==> config.mk <==
export PLATFORM = sky130hd
export DESIGN_NAME = sdt_slave_timing
export DESIGN_NICKNAME = d
export VERILOG_FILES = /design/src/sdt_pkg.sv /design/src/sdt_chan_if.sv /design/src/sdt_channel_timer.sv /design/src/sdt_slave_timing.sv
export SDC_FILE = /design/constraint.sdc
export NUM_CORES = 1
export LEC_CHECK = 0
export BUFFER_PORTS_ARGS = -buffer_cell sky130_fd_sc_hd__buf_2
export CORE_MARGIN = 10
export CORE_UTILIZATION = 51
export CTS_CLUSTER_SIZE = 8
export DETAILED_ROUTE_END_ITERATION = 10
export PLACE_DENSITY = 0.79
export SLEW_MARGIN = 20
export SYNTH_ARGS = -nofsm -noshare
export SYNTH_HDL_FRONTEND = slang
export SYNTH_HIERARCHICAL = 1
export SYNTH_SLANG_ARGS = --single-unit
==> constraint.sdc <==
create_clock -name clk_in -period 1.9 [get_ports clk_in]
set_clock_uncertainty 0.15 [all_clocks]
set_input_delay 0.38 -clock clk_in [delete_from_list [all_inputs] [get_ports clk_in]]
set_output_delay 0.38 -clock clk_in [all_outputs]
set_load 0.02 [all_outputs]
==> src/sdt_pkg.sv <==
/*
 * Shared constants, types and decode functions for the slave drive
 * timing block: configuration offsets, field positions, reset values,
 * clock-count encodings and the channel timer states.
 * Assumes a single 50 MHz configuration/strobe clock.
 */
// Behaviour
// - secondary slave recovery from bits 5:4
// - primary slave sample point from bits 3:2
// - primary slave recovery from bits 1:0
// - vendor identity fixed, read-only, offset zero
// - writes to vendor identity are ignored
// - secondary slave sample point from bits 7:6
// - slave timing register at 44h, reset 00h
// - slave fields apply only when enable set
`default_nettype none

package sdt_pkg;

    typedef logic [1:0] sdt_code_t;
    typedef logic [2:0] sdt_count_t;

    typedef enum logic [1:0] {
        SDT_IDLE    = 2'b00,
        SDT_SAMPLE  = 2'b01,
        SDT_WAIT    = 2'b11,
        SDT_RECOVER = 2'b10
    } sdt_state_t;

    localparam logic [2:0] CFG_FUNC_IDE     = 3'h1;
    localparam logic [2:0] CFG_FUNC_USB     = 3'h2;
    localparam logic [7:0] OFF_VID_LO       = 8'h00;
    localparam logic [7:0] OFF_VID_HI       = 8'h01;
    localparam logic [7:0] OFF_SLAVE_TIMING = 8'h44;
    localparam logic [7:0] SLAVE_TIMING_RST = 8'h00;
    localparam logic [7:0] RDATA_RST        = 8'h00;
    localparam logic [7:0] RDATA_UNMAPPED   = 8'h00;

    localparam int PRI_RTC_LSB = 0;
    localparam int PRI_ISP_LSB = 2;
    localparam int SEC_RTC_LSB = 4;
    localparam int SEC_ISP_LSB = 6;

    // code 00 is the slowest setting; each step saves one clock
    localparam sdt_count_t ISP_BASE = 3'h5;
    localparam sdt_count_t RTC_BASE = 3'h4;
    localparam sdt_count_t CNT_ONE  = 3'h1;
    localparam sdt_count_t CNT_MAX  = 3'h7;

    // arbitrary neutral value, not any real maker's code
    localparam logic [15:0] VENDOR_ID_DEFAULT = 16'h5D0C;

    function automatic sdt_code_t field_of(input logic [7:0] r,
                                           input int lsb);
        field_of = r[lsb +: 2];
    endfunction

    function automatic sdt_count_t isp_clocks(input sdt_code_t c);
        isp_clocks = ISP_BASE - {1'b0, c};
    endfunction

    function automatic sdt_count_t rtc_clocks(input sdt_code_t c);
        rtc_clocks = RTC_BASE - {1'b0, c};
    endfunction

endpackage

`default_nettype wire

==> src/sdt_chan_if.sv <==
/*
 * Per-channel link between the register side and one channel timer:
 * selected clock counts, cycle events and timer status.
 * Assumes all signals live on the single block clock.
 */
`default_nettype none

interface sdt_chan_if;
    import sdt_pkg::*;

    sdt_count_t isp_clocks;
    sdt_count_t rtc_clocks;
    logic       start;
    logic       last;
    logic       sample_open;
    logic       allow;

    modport ctrl (
        output isp_clocks,
        output rtc_clocks,
        output start,
        output last,
        input  sample_open,
        input  allow
    );

    modport timer (
        input  isp_clocks,
        input  rtc_clocks,
        input  start,
        input  last,
        output sample_open,
        output allow
    );
endinterface

`default_nettype wire

==> src/sdt_channel_timer.sv <==
/*
 * One channel's strobe timer: counts strobe-to-first-sample and
 * last-sample-to-next-strobe intervals in clocks.
 * Assumes start and last come from same-clock strobe logic.
 */
`default_nettype none

module sdt_channel_timer (
    input wire logic   clk_in,
    input wire logic   rst_in,
    sdt_chan_if.timer  chan
);
    import sdt_pkg::*;

    sdt_state_t state_q;
    sdt_state_t state_d;
    sdt_count_t cnt_q;
    sdt_count_t cnt_d;

    always_comb begin
        state_d = state_q;
        cnt_d   = cnt_q;
        case (state_q)
            SDT_IDLE: begin
                if (chan.start) begin
                    state_d = SDT_SAMPLE;
                    cnt_d   = chan.isp_clocks;
                end
            end
            SDT_SAMPLE: begin
                if (cnt_q <= CNT_ONE) begin
                    state_d = SDT_WAIT;
                end else begin
                    cnt_d = cnt_q - CNT_ONE;
                end
            end
            SDT_WAIT: begin
                if (chan.last) begin
                    state_d = SDT_RECOVER;
                    cnt_d   = chan.rtc_clocks;
                end
            end
            SDT_RECOVER: begin
                if (cnt_q <= CNT_ONE) begin
                    state_d = SDT_IDLE;
                end else begin
                    cnt_d = cnt_q - CNT_ONE;
                end
            end
            default: begin
                state_d = SDT_IDLE;
                cnt_d   = CNT_ONE;
            end
        endcase
    end

    always_ff @(posedge clk_in or posedge rst_in) begin
        if (rst_in) begin
            state_q <= SDT_IDLE;
            cnt_q   <= CNT_ONE;
        end else begin
            state_q <= state_d;
            cnt_q   <= cnt_d;
        end
    end

    // start is ignored outside idle, so recovery cannot be cut short
    assign chan.sample_open = (state_q == SDT_WAIT);
    assign chan.allow       = (state_q == SDT_IDLE);

    // helper: edges since the load edge, and the count that was loaded
    sdt_count_t elapsed_q;
    sdt_count_t loaded_q;
    always_ff @(posedge clk_in or posedge rst_in) begin
        if (rst_in) begin
            elapsed_q <= CNT_ONE;
            loaded_q  <= CNT_ONE;
        end else if ((state_q == SDT_IDLE && chan.start) ||
                     (state_q == SDT_WAIT && chan.last)) begin
            elapsed_q <= 3'h0;
            loaded_q  <= (state_q == SDT_IDLE) ? chan.isp_clocks
                                                : chan.rtc_clocks;
        end else if (elapsed_q != CNT_MAX) begin
            elapsed_q <= elapsed_q + CNT_ONE;
        end
    end
endmodule

`default_nettype wire

==> src/sdt_slave_timing.sv <==
/*
 * Slave drive timing register bank: slave timing register in the IDE
 * function, read-only vendor identity in the USB function, and the
 * per-channel selection of sample-point and recovery counts that feed
 * two channel timers.
 * Assumes byte-wide configuration accesses on the same clock, one
 * access per cycle, with read data returned on the following edge.
 * Master timing codes and the enable bit come from the master timing
 * register outside this block.
 */
`default_nettype none

module sdt_slave_timing #(
    parameter logic [15:0] VENDOR_ID = sdt_pkg::VENDOR_ID_DEFAULT
) (
    input  wire logic              clk_in,
    input  wire logic              rst_in,
    input  wire logic              cfg_rd_in,
    input  wire logic              cfg_wr_in,
    input  wire logic [2:0]        cfg_func_in,
    input  wire logic [7:0]        cfg_addr_in,
    input  wire logic [7:0]        cfg_wdata_in,
    output logic      [7:0]        cfg_rdata_out,
    input  wire logic              slave_timing_enable_in,
    input  wire sdt_pkg::sdt_code_t pri_master_isp_code_in,
    input  wire sdt_pkg::sdt_code_t pri_master_rtc_code_in,
    input  wire sdt_pkg::sdt_code_t sec_master_isp_code_in,
    input  wire sdt_pkg::sdt_code_t sec_master_rtc_code_in,
    input  wire logic              pri_drive_sel_in,
    input  wire logic              sec_drive_sel_in,
    input  wire logic              pri_cycle_start_in,
    input  wire logic              pri_last_sample_in,
    input  wire logic              sec_cycle_start_in,
    input  wire logic              sec_last_sample_in,
    output logic                   pri_sample_open_out,
    output logic                   pri_strobe_allow_out,
    output logic                   sec_sample_open_out,
    output logic                   sec_strobe_allow_out
);
    import sdt_pkg::*;

    logic [7:0] slave_drive_timing_q;
    logic [7:0] slave_drive_timing_d;
    logic [7:0] rdata_q;
    logic [7:0] rdata_d;
    logic       ide_hit;
    logic       usb_hit;

    assign ide_hit = (cfg_func_in == CFG_FUNC_IDE);
    assign usb_hit = (cfg_func_in == CFG_FUNC_USB);

    always_comb begin
        slave_drive_timing_d = slave_drive_timing_q;
        // vendor identity has no storage, so writes there fall away
        if (cfg_wr_in && ide_hit && cfg_addr_in == OFF_SLAVE_TIMING) begin
            slave_drive_timing_d = cfg_wdata_in;
        end
    end

    always_comb begin
        rdata_d = rdata_q;
        if (cfg_rd_in) begin
            // unmapped offsets read as zero; no error is signalled
            rdata_d = RDATA_UNMAPPED;
            if (ide_hit && cfg_addr_in == OFF_SLAVE_TIMING) begin
                rdata_d = slave_drive_timing_q;
            end else if (usb_hit && cfg_addr_in == OFF_VID_LO) begin
                rdata_d = VENDOR_ID[7:0];
            end else if (usb_hit && cfg_addr_in == OFF_VID_HI) begin
                rdata_d = VENDOR_ID[15:8];
            end
        end
    end

    always_ff @(posedge clk_in or posedge rst_in) begin
        if (rst_in) begin
            slave_drive_timing_q <= SLAVE_TIMING_RST;
            rdata_q              <= RDATA_RST;
        end else begin
            slave_drive_timing_q <= slave_drive_timing_d;
            rdata_q              <= rdata_d;
        end
    end

    assign cfg_rdata_out = rdata_q;

    sdt_chan_if pri_chan ();
    sdt_chan_if sec_chan ();

    logic pri_use_slave;
    logic sec_use_slave;

    // codes are taken live; the timer latches them when it loads
    assign pri_use_slave = slave_timing_enable_in && pri_drive_sel_in;
    assign sec_use_slave = slave_timing_enable_in && sec_drive_sel_in;

    always_comb begin
        pri_chan.isp_clocks = isp_clocks(pri_master_isp_code_in);
        pri_chan.rtc_clocks = rtc_clocks(pri_master_rtc_code_in);
        sec_chan.isp_clocks = isp_clocks(sec_master_isp_code_in);
        sec_chan.rtc_clocks = rtc_clocks(sec_master_rtc_code_in);
        if (pri_use_slave) begin
            pri_chan.isp_clocks = isp_clocks(
                field_of(slave_drive_timing_q, PRI_ISP_LSB));
            pri_chan.rtc_clocks = rtc_clocks(
                field_of(slave_drive_timing_q, PRI_RTC_LSB));
        end
        if (sec_use_slave) begin
            sec_chan.isp_clocks = isp_clocks(
                field_of(slave_drive_timing_q, SEC_ISP_LSB));
            sec_chan.rtc_clocks = rtc_clocks(
                field_of(slave_drive_timing_q, SEC_RTC_LSB));
        end
    end

    assign pri_chan.start = pri_cycle_start_in;
    assign pri_chan.last  = pri_last_sample_in;
    assign sec_chan.start = sec_cycle_start_in;
    assign sec_chan.last  = sec_last_sample_in;

    sdt_channel_timer u_pri_timer (
        .clk_in (clk_in),
        .rst_in (rst_in),
        .chan   (pri_chan.timer)
    );

    sdt_channel_timer u_sec_timer (
        .clk_in (clk_in),
        .rst_in (rst_in),
        .chan   (sec_chan.timer)
    );

    assign pri_sample_open_out  = pri_chan.sample_open;
    assign pri_strobe_allow_out = pri_chan.allow;
    assign sec_sample_open_out  = sec_chan.sample_open;
    assign sec_strobe_allow_out = sec_chan.allow;
endmodule

`default_nettype wire

==> run metrics <==
Post-Syn Nets 220; die area 6050 µm²; top_reg_cell synth dfrtp_1; R2R setup slack 0.07 ns; Crit. End Element flip-flop; initial antenna violation count 0; Worst Hold End slave_drive_timing_q[2]$_DFFE_PP0P_; total setup buffers inserted after CTS 0; Site Rows 20; initial core utilization 0.544; Final Wtd Congestion approximately 0.85; maximum clock insertion buffer count 2; Crit Reg-Reg Endpoint u_sec_timer/cnt_q[1]$_DFFE_PP0P_; # setup viols final 0; overall routing resource usage 0.133; layout cells sized above 1 0.329; FF-to-FF Start u_sec_timer/state_q[0]$_DFFE_PP0P_; GRT Residual Overflow 0; IO Pins 50; clk sinks 26; maximum clock rate 547 MHz; final net count roughly 280; final hold vios 0; DRT Pass-1 Iters 4; n_diodes 0; Routed WL 3970 µm; Critical Path AT around 1.9 ns; largest net degree at the start of global routing 17; crit path max-delay cell type dfrtp_1; First DRT Iteration DRCs 28; HP Start cfg_wdata_in[2]; Placed Cells about 260; width of the die approximately 78 µm; Mapped Cells 166; Port Buf Inserts 49; CTS Buf Count 3; vias per cell roughly 5; HPWL after DPL between 3000 and 4000 µm; DRC Markers 0; FFs w/ async S/R, synth 1.00; clock-pin slew on the worst setup and hold paths 0.14 ns; P_leak between 1 and 1.5 nW; total chip power about 2.5 mW; synth unique cells 33; crit path max fanout 4; Clock Latency Late Sink 0.33 ns; Die Y-Extent between 70 and 80 µm; Vias ~1,400; RSZ-0062 raised after global routing no; most frequent cell after synthesis inv_1; Post-synth EDFFs 0; Commonest cells post-synth 34 x inv_1, 24 x dfrtp_1, 16 x ha_1; Synth-to-Final Area Change 22.6%; type of origin of the critical path flip-flop; Root Driver clkbuf_4; global-route wire length before repair ~6800 µm; Max-Slew Margin vs Limit 0.605; synthesized flop and latch total 26; post-synth top area share 0.353; Max Cap Viol 0; Routed wire per std cell between 10 and 15 µm; final period utilization 0.962; CP max stage delay 0.42 ns; Final min period 1.83 ns; Synth area leaders dfrtp_1 35%, ha_1 12%, inv_1 7.5%; Post-Synthesis Cell Area between 1500 and 2000 µm²; Layout fillers roughly 260; Slew Limit Fails 0; WS Path Type reg -> reg; Hold WC Path Type in -> reg; power per cell area between 1000 and 1500 nW/µm²; cell taking the most area after synthesis dfrtp_1; Worst setup startpoint u_sec_timer/state_q[0]$_DFFE_PP0P_; CP required between 1.5 and 2 ns; Cell Count, Final, Fillers Out 266; TritonCTS clock tree yes; worst reg-to-reg path cell count 5; yosys warns 6; worst-margin pin slew a little under 0.6 ns; worst path cell trace inv_1, ha_1, nor3b_4, nor2_2, mux2_1; hold path depth 2; register area share after synthesis 0.384; H-tree levels 1; Syn Area/Cell between 10 and 15 µm²; vias in the first global route 1,477; outcome finished, final reports clean; Std-Cell Core Area 3130 µm²; Worst VDD drop between 0.6 and 0.7 mV; Post-DRT Antenna Nets 0
routing by layer:
| metal | up-vias | global-route usage | part of all wire |
|---|---|---|---|
| met5 | - | 0 | 0 |
| met4 | 0 | 0.0328 | 0.018 |
| met3 | 9 | 0.0484 | 0.072 |
| met2 | 40 | 0.226 | 0.49 |
| met1 | 640 | 0.156 | 0.42 |
| li1 | 682 | - | - |
state kept, by name, summed over array words and instances (netlist names):
name / count
cfg_rdata_out: 8
u_pri_timer/cnt_q: 3
slave_drive_timing_q: 8
u_sec_timer/cnt_q: 3
u_pri_timer/state_q: 2
u_sec_timer/state_q: 2
layout by cell type, fill, tap and decap left out, types with 4 or more instances in the layout:
master / instances
o22ai_1: 5
a22oi_1: 4
ha_1: 16
buf_4: 4
nand2_1: 8
mux2i_1: 12
nor2b_1: 5
mux2_1: 4
nor2_1: 4
dfrtp_1: 24
buf_2: 49
o21ai_0: 7
inv_1: 34
mux2_2: 8
worst max path at each step:
stage,end,slack (ns),depth (start not counted)
after floorplan,u_pri_timer/cnt_q[1]$_DFFE_PP0P_,0.12,6
after detailed placement,u_sec_timer/cnt_q[1]$_DFFE_PP0P_,-0.06,7
after global placement,u_sec_timer/cnt_q[1]$_DFFE_PP0P_,-0.04,7
after global routing,u_pri_timer/cnt_q[1]$_DFFE_PP0P_,0.002,5
final,u_sec_timer/cnt_q[1]$_DFFE_PP0P_,0.07,5
after CTS,u_sec_timer/cnt_q[1]$_DFFE_PP0P_,0.04,5
layout make-up:
type | instances | area, µm² | share of cell area
clock buffers | 3 | 22.5 | 0.0108
well taps | 44 | 55.1 | 0.0264
flip-flops and latches | 26 | 653 | 0.313
clock inverters | 1 | 30.0 | 0.0144
repair buffers | 54 | 285 | 0.137
multi-input cells | 104 | 913 | 0.438
inverters | 34 | 128 | 0.0612
report_power, final:
part / internal, mW / switching (mW) / leakage [nW]
clock: 0.214 / 0.172 / 0.0279
sequential: 0.690 / 0.108 / 0.342
combinational: 0.631 / 0.715 / 0.745
total: 1.53 / 0.994 / 1.11
through the flow:
step | area [µm²] | TNS [ns] | setup slack (ns) | utilization | hold WS [ns]
2_1_floorplan | 1700 | 0 | 0.124 | - | 0.00779
3_3_place_gp | 2020 | -0.0635 | -0.0379 | 0.644 | 0.168
5_1_grt | 2090 | 0 | 0.00238 | 0.667 | 0.102
3_5_place_dp | 2020 | -0.107 | -0.0617 | 0.644 | 0.170
4_1_cts | 2080 | 0 | 0.0419 | 0.664 | 0.115
6_report | 2090 | 0 | 0.0723 | 0.667 | 0.118
logic make-up after synthesis:
family / after synthesis / synth area share
compound gates: 31 / 0.134
xor+xnor: 2 / 0.0103
fa+ha+maj: 16 / 0.118
buf+inv: 36 / 0.0846
flops: 26 / 0.384
mux: 24 / 0.150
simple gates: 31 / 0.120
worst max-delay path: cells and delay by family (launching register included):
family / cells / cell delay (ns)
muxes: 1 / 0.31
buffers and inverters: 1 / 0.10
adders and majority gates: 1 / 0.38
and+or+nand+nor: 2 / 0.36
DFF: 1 / 0.42
what timing repair did:
action	4_1_cts	5_1_grt
endpoints found under the setup margin	0	1
gates resized for setup	0	2
hold buffers	1	0
hold endpoints to repair	24	0
Note: power is estimated with default switching activity, not from simulation.
